[config.mk]
export PLATFORM = sky130hd
export DESIGN_NAME = gpio_function_mux
export DESIGN_NICKNAME = d
export VERILOG_FILES = /design/src/core/gpio_fn_pkg.sv /design/src/core/pin_fn_if.sv /design/src/core/gpio_function_mux.sv /design/src/core/gpio_pin_slice.sv
export SDC_FILE = /design/constraint.sdc
export NUM_CORES = 1
export LEC_CHECK = 0
export BUFFER_PORTS_ARGS = -buffer_cell sky130_fd_sc_hd__buf_2
export CAP_MARGIN = 40
export CORE_MARGIN = 2
export CORE_UTILIZATION = 50
export DETAILED_ROUTE_END_ITERATION = 10
export PLACE_DENSITY = 0.7
export SYNTH_ARGS = -nofsm -noshare
export SYNTH_HDL_FRONTEND = slang
export SYNTH_SLANG_ARGS = --single-unit
[constraint.sdc]
create_clock -name sys_clk_in -period 1.9 [get_ports sys_clk_in]
set_input_delay 0.095 -clock sys_clk_in [delete_from_list [all_inputs] [get_ports sys_clk_in]]
set_output_delay 0.095 -clock sys_clk_in [all_outputs]
set_load 0.01 [all_outputs]
[src/core/gpio_fn_pkg.sv]
// Constants shared by the general purpose pin function multiplexer
package gpio_fn_pkg;
    localparam int        NUM_PINS      = 7;
    localparam int        SEL_W         = 8;
    localparam logic [7:0] SEL_RESET    = 8'h00;
    // Function select codes, control group
    localparam logic [7:0] SEL_NONE     = 8'h00;
    localparam logic [7:0] SEL_LOS      = 8'h10;
    localparam logic [7:0] SEL_TIE_CLR  = 8'h20;
    localparam logic [7:0] SEL_STOP_A1  = 8'h44;
    localparam logic [7:0] SEL_STOP_A0  = 8'h45;
    localparam logic [7:0] SEL_STOP_B1  = 8'h46;
    localparam logic [7:0] SEL_STOP_B0  = 8'h47;
    localparam logic [7:0] SEL_EN_A     = 8'h70;
    localparam logic [7:0] SEL_EN_B     = 8'h72;
    // Function select codes, status group
    localparam logic [7:0] SEL_IRQ      = 8'h80;
    localparam logic [7:0] SEL_NO_ACT   = 8'h88;
    localparam logic [7:0] SEL_PERIOD   = 8'h89;
    localparam logic [7:0] SEL_COARSE   = 8'h8a;
    localparam logic [7:0] SEL_SOAK     = 8'h8b;
    localparam logic [7:0] SEL_REF_FAIL = 8'h8c;
    localparam logic [7:0] SEL_NORMAL   = 8'ha8;
    localparam logic [7:0] SEL_HOLD     = 8'ha9;
    localparam logic [7:0] SEL_RANGE    = 8'had;
    localparam logic [7:0] SEL_LOCK0    = 8'haf;
    localparam logic [7:0] SEL_LOCK1    = 8'hb0;
    localparam logic [7:0] SEL_LOCK2    = 8'hb1;
    localparam logic [7:0] SEL_LOCK3    = 8'hb2;
    // Control vector bit positions
    localparam int CT_W      = 8;
    localparam int CT_LOS    = 0;
    localparam int CT_TIE    = 1;
    localparam int CT_A1     = 2;
    localparam int CT_A0     = 3;
    localparam int CT_B1     = 4;
    localparam int CT_B0     = 5;
    localparam int CT_EN_A   = 6;
    localparam int CT_EN_B   = 7;
    // Status vector bit positions
    localparam int ST_W      = 13;
    localparam int ST_IRQ    = 0;
    localparam int ST_NO_ACT = 1;
    localparam int ST_PER    = 2;
    localparam int ST_CFQ    = 3;
    localparam int ST_SOAK   = 4;
    localparam int ST_FAIL   = 5;
    localparam int ST_NORMAL = 6;
    localparam int ST_HOLD   = 7;
    localparam int ST_RANGE  = 8;
    localparam int ST_LOCK0  = 9;
    // Failure mask bit positions
    localparam int MK_LOS    = 0;
    localparam int MK_PER    = 1;
    localparam int MK_CFQ    = 2;
    localparam int MK_SOAK   = 3;
endpackage : gpio_fn_pkg

[src/core/pin_fn_if.sv]
// Per-pin link between the multiplexer top and one pin slice
`timescale 1ns/1ps
interface pin_fn_if;
    import gpio_fn_pkg::*;
    logic [SEL_W-1:0] sel;
    logic [ST_W-1:0]  stat;
    logic [CT_W-1:0]  ctrl;
    logic             drv;
    logic             val;
    modport slice (input stat, output sel, output ctrl, output drv, output val);
    modport top   (output stat, input sel, input ctrl, input drv, input val);
endinterface : pin_fn_if

[src/core/gpio_function_mux.sv]
// General purpose pin function multiplexer, top level
// What this block does
// - Each pin has 8-bit select, reset zero
// - Select 0x10: pin is external reference-loss input
// - Select 0x20: pin ORed into accumulator clear
// - Selects 0x44-0x47: pin ORed into clock stops
// - Selects 0x70/0x72: pin ORed into output enables
// - Select 0x80: pin driven high on interrupt
// - Interrupt output flags device status changes
// - Select 0x88: pin shows reference inactivity
// - Select 0x89: pin shows period check failure
// - Select 0x8A: pin shows coarse frequency failure
// - Select 0x8B: pin shows soak timer indicator
// - Select 0x8C: masked OR of four failures
// - Select 0xA8: high in normal locking mode
// - Select 0xA9: high in holdover mode
// - Select 0xAD: high when beyond range limit
// - Select 0xAF: lock level 0 indication
// - Select 0xB0: lock level 1 indication
// - Select 0xB1: lock level 2 indication
// - Select 0xB2: lock level 3 indication
`timescale 1ns/1ps
module gpio_function_mux
    import gpio_fn_pkg::*;
(
    input  wire logic                sys_clk_in,
    input  wire logic                rstn_in,
    // Select register write and read access
    input  wire logic                cfg_wr_en_in,
    input  wire logic [2:0]          cfg_pin_in,
    input  wire logic [SEL_W-1:0]    cfg_data_in,
    output logic      [SEL_W-1:0]    cfg_rd_data_out,
    // Pins
    input  wire logic [NUM_PINS-1:0] gpio_in,
    output logic      [NUM_PINS-1:0] gpio_out,
    output logic      [NUM_PINS-1:0] gpio_oe_n_out,
    // Register bits that pins may be ORed into, plus the failure mask
    input  wire logic                tie_clr_bit_in,
    input  wire logic [1:0]          stop_a_bits_in,
    input  wire logic [1:0]          stop_b_bits_in,
    input  wire logic                en_a_bit_in,
    input  wire logic                en_b_bit_in,
    input  wire logic [3:0]          fail_mask_in,
    // Status sources
    input  wire logic                irq_in,
    input  wire logic                no_activity_in,
    input  wire logic                period_check_in,
    input  wire logic                coarse_freq_check_in,
    input  wire logic                qualify_soak_timer_in,
    input  wire logic                holdover_in,
    input  wire logic                freerun_in,
    input  wire logic                out_of_range_in,
    input  wire logic [3:0]          lock_level_in,
    // Effective controls
    output logic                     signal_loss_flag_out,
    output logic                     phase_error_accum_clr_out,
    output logic      [1:0]          stop_a_out,
    output logic      [1:0]          stop_b_out,
    output logic                     fast_cmos_out_a_en_out,
    output logic                     fast_cmos_out_b_en_out
);
    logic [NUM_PINS-1:0][CT_W-1:0]  ctrl_all;
    logic [NUM_PINS-1:0][SEL_W-1:0] sel_all;
    logic [NUM_PINS-1:0]            drv_all;
    logic [NUM_PINS-1:0]            val_all;
    logic [CT_W-1:0]                ctrl_or;
    logic [ST_W-1:0]                stat_c;

    // Pin slices, one per general purpose pin
    pin_fn_if pif[NUM_PINS] ();
    genvar gi;
    generate
        for (gi = 0; gi < NUM_PINS; gi++) begin : g_pin
            gpio_pin_slice u_slice (
                .sys_clk_in (sys_clk_in),
                .rstn_in    (rstn_in),
                .wr_en_in   (cfg_wr_en_in && (cfg_pin_in == 3'(gi))),
                .wr_data_in (cfg_data_in),
                .pin_in     (gpio_in[gi]),
                .fn         (pif[gi])
            );
            assign pif[gi].stat = stat_c;
            assign ctrl_all[gi] = pif[gi].ctrl;
            assign sel_all[gi]  = pif[gi].sel;
            assign drv_all[gi]  = pif[gi].drv;
            assign val_all[gi]  = pif[gi].val;
        end
    endgenerate

    // Merge control contributions from every pin
    always_comb begin
        ctrl_or = '0;
        for (int i = 0; i < NUM_PINS; i++) begin
            ctrl_or = ctrl_or | ctrl_all[i];
        end
    end

    // Status vector; normal means neither holdover nor freerun
    always_comb begin
        stat_c            = '0;
        stat_c[ST_IRQ]    = irq_in;
        stat_c[ST_NO_ACT] = no_activity_in;
        stat_c[ST_PER]    = period_check_in;
        stat_c[ST_CFQ]    = coarse_freq_check_in;
        stat_c[ST_SOAK]   = qualify_soak_timer_in;
        // A mask bit of one lets that source through
        stat_c[ST_FAIL]   = (ctrl_or[CT_LOS] & fail_mask_in[MK_LOS])
                          | (period_check_in & fail_mask_in[MK_PER])
                          | (coarse_freq_check_in & fail_mask_in[MK_CFQ])
                          | (qualify_soak_timer_in & fail_mask_in[MK_SOAK]);
        stat_c[ST_NORMAL] = ~holdover_in & ~freerun_in;
        stat_c[ST_HOLD]   = holdover_in;
        stat_c[ST_RANGE]  = out_of_range_in;
        stat_c[ST_LOCK0 +: 4] = lock_level_in;
    end

    // Output register next values
    logic [NUM_PINS-1:0] gpio_d;
    logic [NUM_PINS-1:0] oe_n_d;
    logic                los_d;
    logic                tie_d;
    logic [1:0]          stop_a_d;
    logic [1:0]          stop_b_d;
    logic                en_a_d;
    logic                en_b_d;
    logic [SEL_W-1:0]    rd_d;

    always_comb begin
        gpio_d   = val_all;
        oe_n_d   = ~drv_all;
        los_d    = ctrl_or[CT_LOS];
        tie_d    = tie_clr_bit_in | ctrl_or[CT_TIE];
        stop_a_d = stop_a_bits_in | {ctrl_or[CT_A1], ctrl_or[CT_A0]};
        stop_b_d = stop_b_bits_in | {ctrl_or[CT_B1], ctrl_or[CT_B0]};
        en_a_d   = en_a_bit_in | ctrl_or[CT_EN_A];
        en_b_d   = en_b_bit_in | ctrl_or[CT_EN_B];
        rd_d     = '0;
        // Pin numbers past the last pin read as zero
        if (cfg_pin_in < 3'(NUM_PINS)) begin
            rd_d = sel_all[cfg_pin_in];
        end
    end

    // All outputs come from flops; pins stay undriven in reset
    always_ff @(posedge sys_clk_in or negedge rstn_in) begin
        if (!rstn_in) begin
            gpio_out                  <= '0;
            gpio_oe_n_out             <= '1;
            signal_loss_flag_out      <= 1'b0;
            phase_error_accum_clr_out <= 1'b0;
            stop_a_out                <= '0;
            stop_b_out                <= '0;
            fast_cmos_out_a_en_out    <= 1'b0;
            fast_cmos_out_b_en_out    <= 1'b0;
            cfg_rd_data_out           <= '0;
        end else begin
            gpio_out                  <= gpio_d;
            gpio_oe_n_out             <= oe_n_d;
            signal_loss_flag_out      <= los_d;
            phase_error_accum_clr_out <= tie_d;
            stop_a_out                <= stop_a_d;
            stop_b_out                <= stop_b_d;
            fast_cmos_out_a_en_out    <= en_a_d;
            fast_cmos_out_b_en_out    <= en_b_d;
            cfg_rd_data_out           <= rd_d;
        end
    end
endmodule : gpio_function_mux

[src/core/gpio_pin_slice.sv]
// One pin: function select register and its decode
`timescale 1ns/1ps
module gpio_pin_slice
    import gpio_fn_pkg::*;
(
    input  wire logic             sys_clk_in,
    input  wire logic             rstn_in,
    input  wire logic             wr_en_in,
    input  wire logic [SEL_W-1:0] wr_data_in,
    input  wire logic             pin_in,
    pin_fn_if.slice               fn
);
    logic [SEL_W-1:0] sel_q;
    logic [SEL_W-1:0] sel_d;

    // Select register next value
    always_comb begin
        sel_d = sel_q;
        if (wr_en_in) begin
            sel_d = wr_data_in;
        end
    end

    // Select register, plain input after reset
    always_ff @(posedge sys_clk_in or negedge rstn_in) begin
        if (!rstn_in) begin
            sel_q <= SEL_RESET;
        end else begin
            sel_q <= sel_d;
        end
    end

    assign fn.sel = sel_q;

    // Decode: control codes feed the pin level inward, status codes drive it out
    always_comb begin
        fn.ctrl = '0;
        fn.drv  = 1'b0;
        fn.val  = 1'b0;
        case (sel_q)
            SEL_LOS:      fn.ctrl[CT_LOS]  = pin_in;
            SEL_TIE_CLR:  fn.ctrl[CT_TIE]  = pin_in;
            SEL_STOP_A1:  fn.ctrl[CT_A1]   = pin_in;
            SEL_STOP_A0:  fn.ctrl[CT_A0]   = pin_in;
            SEL_STOP_B1:  fn.ctrl[CT_B1]   = pin_in;
            SEL_STOP_B0:  fn.ctrl[CT_B0]   = pin_in;
            SEL_EN_A:     fn.ctrl[CT_EN_A] = pin_in;
            SEL_EN_B:     fn.ctrl[CT_EN_B] = pin_in;
            SEL_IRQ:      begin fn.drv = 1'b1; fn.val = fn.stat[ST_IRQ];    end
            SEL_NO_ACT:   begin fn.drv = 1'b1; fn.val = fn.stat[ST_NO_ACT]; end
            SEL_PERIOD:   begin fn.drv = 1'b1; fn.val = fn.stat[ST_PER];    end
            SEL_COARSE:   begin fn.drv = 1'b1; fn.val = fn.stat[ST_CFQ];    end
            SEL_SOAK:     begin fn.drv = 1'b1; fn.val = fn.stat[ST_SOAK];   end
            SEL_REF_FAIL: begin fn.drv = 1'b1; fn.val = fn.stat[ST_FAIL];   end
            SEL_NORMAL:   begin fn.drv = 1'b1; fn.val = fn.stat[ST_NORMAL]; end
            SEL_HOLD:     begin fn.drv = 1'b1; fn.val = fn.stat[ST_HOLD];   end
            SEL_RANGE:    begin fn.drv = 1'b1; fn.val = fn.stat[ST_RANGE];  end
            SEL_LOCK0:    begin fn.drv = 1'b1; fn.val = fn.stat[ST_LOCK0];   end
            SEL_LOCK1:    begin fn.drv = 1'b1; fn.val = fn.stat[ST_LOCK0+1]; end
            SEL_LOCK2:    begin fn.drv = 1'b1; fn.val = fn.stat[ST_LOCK0+2]; end
            SEL_LOCK3:    begin fn.drv = 1'b1; fn.val = fn.stat[ST_LOCK0+3]; end
            // Unassigned codes behave as the default input
            default:      fn.drv = 1'b0;
        endcase
    end
endmodule : gpio_pin_slice

==> flow_summary.json <==
{
  "synth_ff_type": "dfrtp_1",
  "synthCells": 609,
  "drv_cap": 0,
  "dp_hpwl_mm": 15.34,
  "grt_pass1_vias": 5532,
  "firstDrtPassIters": 5,
  "min_to": "fast_cmos_out_a_en_out",
  "layout.nets": 736,
  "clk_pin_slew_ps": 70,
  "clock-root-buffer": "clkbuf_16",
  "max-clock-path-buffers": 2,
  "endpoint_kind": "register",
  "grt_busiest_layer": "met2",
  "finalHoldViolations": 0,
  "grt_use_met1_pct": 47.63,
  "row_count": 40,
  "drt_iter0_drc": 737,
  "synth-seq-area-share_pct": 35.70,
  "worst_pin_slew_ps": 625.6,
  "clock_latency_ps": 360,
  "cts_setup_buffers": 0,
  "setup_tns_ps": 0,
  "yosysUniqueCellTypes": 75,
  "multiInputGateArea_um2": 3657,
  "final-seq-area_um2": 2161,
  "cts_tree": "yes",
  "grt.overflow.total": 0,
  "holdCritStartpoint": "en_a_bit_in",
  "fill_cells": 1034,
  "die_w_um": 114.0,
  "port_buffers": 73,
  "path_cells": "nor4b_4 > nand4_1 > nand4_2 > nor2_2 > o41ai_1",
  "grt_pass1_wl_mm": 33.24,
  "grt_use_met3_pct": 7.705,
  "start_util_pct": 50.81,
  "synth-async-reset-ratio_pct": 100.0,
  "min_path_type": "input port to register",
  "clkSinkCount": 86,
  "synth_edf_count": 0,
  "holdPathStages": 3,
  "gp_congestion": 1.007,
  "ys_ff_latch": 86,
  "skew_ps": 11.43,
  "groute.layer.met2.usage_pct": 52.02,
  "antenna_found_initial": 1,
  "whs_ps": 31.79,
  "drive_above_1_share_pct": 34.58,
  "wl_per_cell_um": 25.37,
  "htree_levels": 3,
  "p_leak_nw": 2.894,
  "routed_wl_mm": 21.41,
  "core_um2": 11910,
  "synth_area_um2": 6052,
  "reg2reg_depth": 5,
  "yosys_warnings": 0,
  "n_antenna_cell": 0,
  "cpMaxStageDelayCell": "dfrtp_1",
  "final_area_um2": 7101,
  "crit_type": "register to register",
  "cp_max_fo": 5,
  "outcome": "finished clean",
  "ant_nets": 0,
  "dieArea_um2": 13000,
  "crit_arrival_ps": 2110,
  "startpoint_type": "register",
  "relSlewSlack_pct": 58.29,
  "timing.rr.start": "g_pin[5].u_slice.fn.sel[2]",
  "slowest_delay_ps": 470,
  "area_growth_pct": 17.32,
  "synth_fp_nets": 653,
  "die_y_um": 114.0,
  "placed_cell_area_um2": 6721,
  "vdd_drop_max_mv": 0.5594,
  "track_usage_pct": 34.49,
  "drcViolationCount": 0,
  "rsz0062_at_grt": "false",
  "num_vias": 5793,
  "reg2reg_to": "gpio_out[6]",
  "cellPowerDensity_nw_per_um2": 1034,
  "setup_violations": 0,
  "grt_max_degree": 51,
  "finalCritPeriodShare_pct": 98.90,
  "avgViaCountPerCell": 6.864,
  "finalMaxSlewViolations": 0,
  "io_pins": 74,
  "fin_crit_ps": 1879,
  "avgSynthCellArea_um2": 9.938,
  "rrSetupSlack_ps": 20,
  "cts-buffers-inserted": 9,
  "clock.fmax_ghz": 0.5322,
  "required_ps": 2130
}
## repair_timing
| action | 4_1_cts | 5_1_grt |
|---|---|---|
| endpoints found under the setup margin | 0 | 3 |
| hold buffers | 2 | 0 |
| endpoints found under the hold margin | 34 | 0 |
| resized for setup | 0 | 4 |
## routing by layer
| layer | up-vias | wire length (um) |
|---|---|---|
| li1 | 2535 | - |
| met5 | - | 10 |
| met1 | 2776 | 8676 |
| met4 | 2 | 954 |
| met3 | 71 | 2409 |
| met2 | 409 | 9359 |
## final cells by class
cell class                 count  area share, %
timing repair buffer         121          10.50
clock buffer                   9          3.172
multi-input combinational    470          51.51
sequential                    86          30.43
inverter                       4         0.2115
clock inverter                 7          1.586
tap                          147          2.590
## sequential cells by signal, indices dropped and copies added (netlist names), 2 cells and up
register and flops:
g_pin.u_slice.fn.sel 56, cfg_rd_data_out 8, stop_a_out 2, stop_b_out 2, gpio_out 7, gpio_oe_n_out 7
## cells in the mapped netlist (5+ instances only)
| library cell | n | share of area, % |
|---|---|---|
| a211oi_1 | 9 | 1.1 |
| a21oi_1 | 19 | 1.6 |
| a221oi_1 | 6 | 0.87 |
| a22oi_1 | 7 | 0.87 |
| a31oi_1 | 10 | 1.0 |
| and3_1 | 12 | 1.2 |
| buf_2 | 21 | 1.7 |
| clkbuf_1 | 21 | 1.3 |
| dfrtp_1 | 79 | 33 |
| dfstp_2 | 7 | 3.0 |
| mux2_2 | 68 | 13 |
| mux2i_1 | 22 | 3.6 |
| mux4_2 | 9 | 3.3 |
| nand2_1 | 37 | 2.3 |
| nand2b_1 | 12 | 1.2 |
| nand3_1 | 16 | 1.3 |
| nand3b_1 | 9 | 1.1 |
| nand4_1 | 18 | 1.9 |
| nand4b_1 | 13 | 1.9 |
| nor2_1 | 31 | 1.9 |
| nor2b_1 | 18 | 1.9 |
| nor3_1 | 13 | 1.1 |
| nor3b_1 | 12 | 1.5 |
| nor4_1 | 11 | 1.1 |
| nor4b_1 | 5 | 0.72 |
| o21ai_0 | 23 | 1.9 |
| o31ai_1 | 5 | 0.62 |
| or3_1 | 6 | 0.62 |
## worst max-delay path, delay by kind of cell (launching register included)
kind	cells	cell delay, ps
AOI/OAI and AO/OA	1	430
DFF	1	470
and+or+nand+nor	4	850
## worst max path at each step
stage / start / cells after the start / end
2_1_floorplan: g_pin[6].u_slice.fn.sel[5] / 5 / gpio_out[6]
3_3_place_gp: g_pin[5].u_slice.fn.sel[2] / 5 / gpio_out[6]
3_5_place_dp: g_pin[3].u_slice.fn.sel[5] / 5 / gpio_out[6]
4_1_cts: g_pin[3].u_slice.fn.sel[5] / 5 / gpio_out[6]
5_1_grt: g_pin[5].u_slice.fn.sel[2] / 5 / gpio_out[4]
6_report: g_pin[5].u_slice.fn.sel[2] / 5 / gpio_out[6]
## report_power, final
part	internal [mW]	leakage (nW)	switching [mW]	total, mW
Clock	1.28	0.165	0.760	2.04
Sequential	2.20	1.04	0.507	2.71
Combinational	1.18	1.69	1.41	2.59
## cell usage in the layout, fill, tap and decap left out, types with 9 or more instances in the layout
cell type,synthesis,routed
mux2i_1,22,22
a31oi_1,10,10
and3_1,12,12
a211oi_1,9,9
nor3_1,13,12
buf_4,2,46
nor3b_1,12,12
nor4_1,11,10
clkbuf_16,0,9
o21ai_0,23,23
nand3_1,16,16
buf_2,21,72
nand3b_1,9,9
nor2b_1,18,18
a21oi_1,19,19
mux2_2,68,68
nand2b_1,12,12
mux4_2,9,9
dfrtp_1,79,79
nand2_1,37,37
nand4b_1,13,13
nor2_1,31,30
nand4_1,18,18
## kinds of logic (layout without fill, tap and decap cells)
kind of cell	Yosys count	in the layout	synth area share [%]
and+or+nand+nor	248	248	26.32
xor gates and xnor gates	1	1	0.1447
AOI/OAI and AO/OA	122	122	13.98
buffers and inverters	53	141	4.217
muxes	99	99	19.64
DFF	86	86	35.70
## metrics by stage
step | worst slack (ps) | power [mW] | utilization [%] | instances
floorplan | 336.8 | 4.267 | - | 609
global placement | 176.4 | 5.161 | 56.43 | 826
detailed placement | 65.87 | 5.225 | 56.43 | 826
CTS | 48.44 | 7.269 | 59.43 | 844
global route | 2.514 | 7.670 | 59.61 | 844
finish | 20.88 | 7.340 | 59.61 | 844
Note: power is estimated with default switching activity, not from simulation.
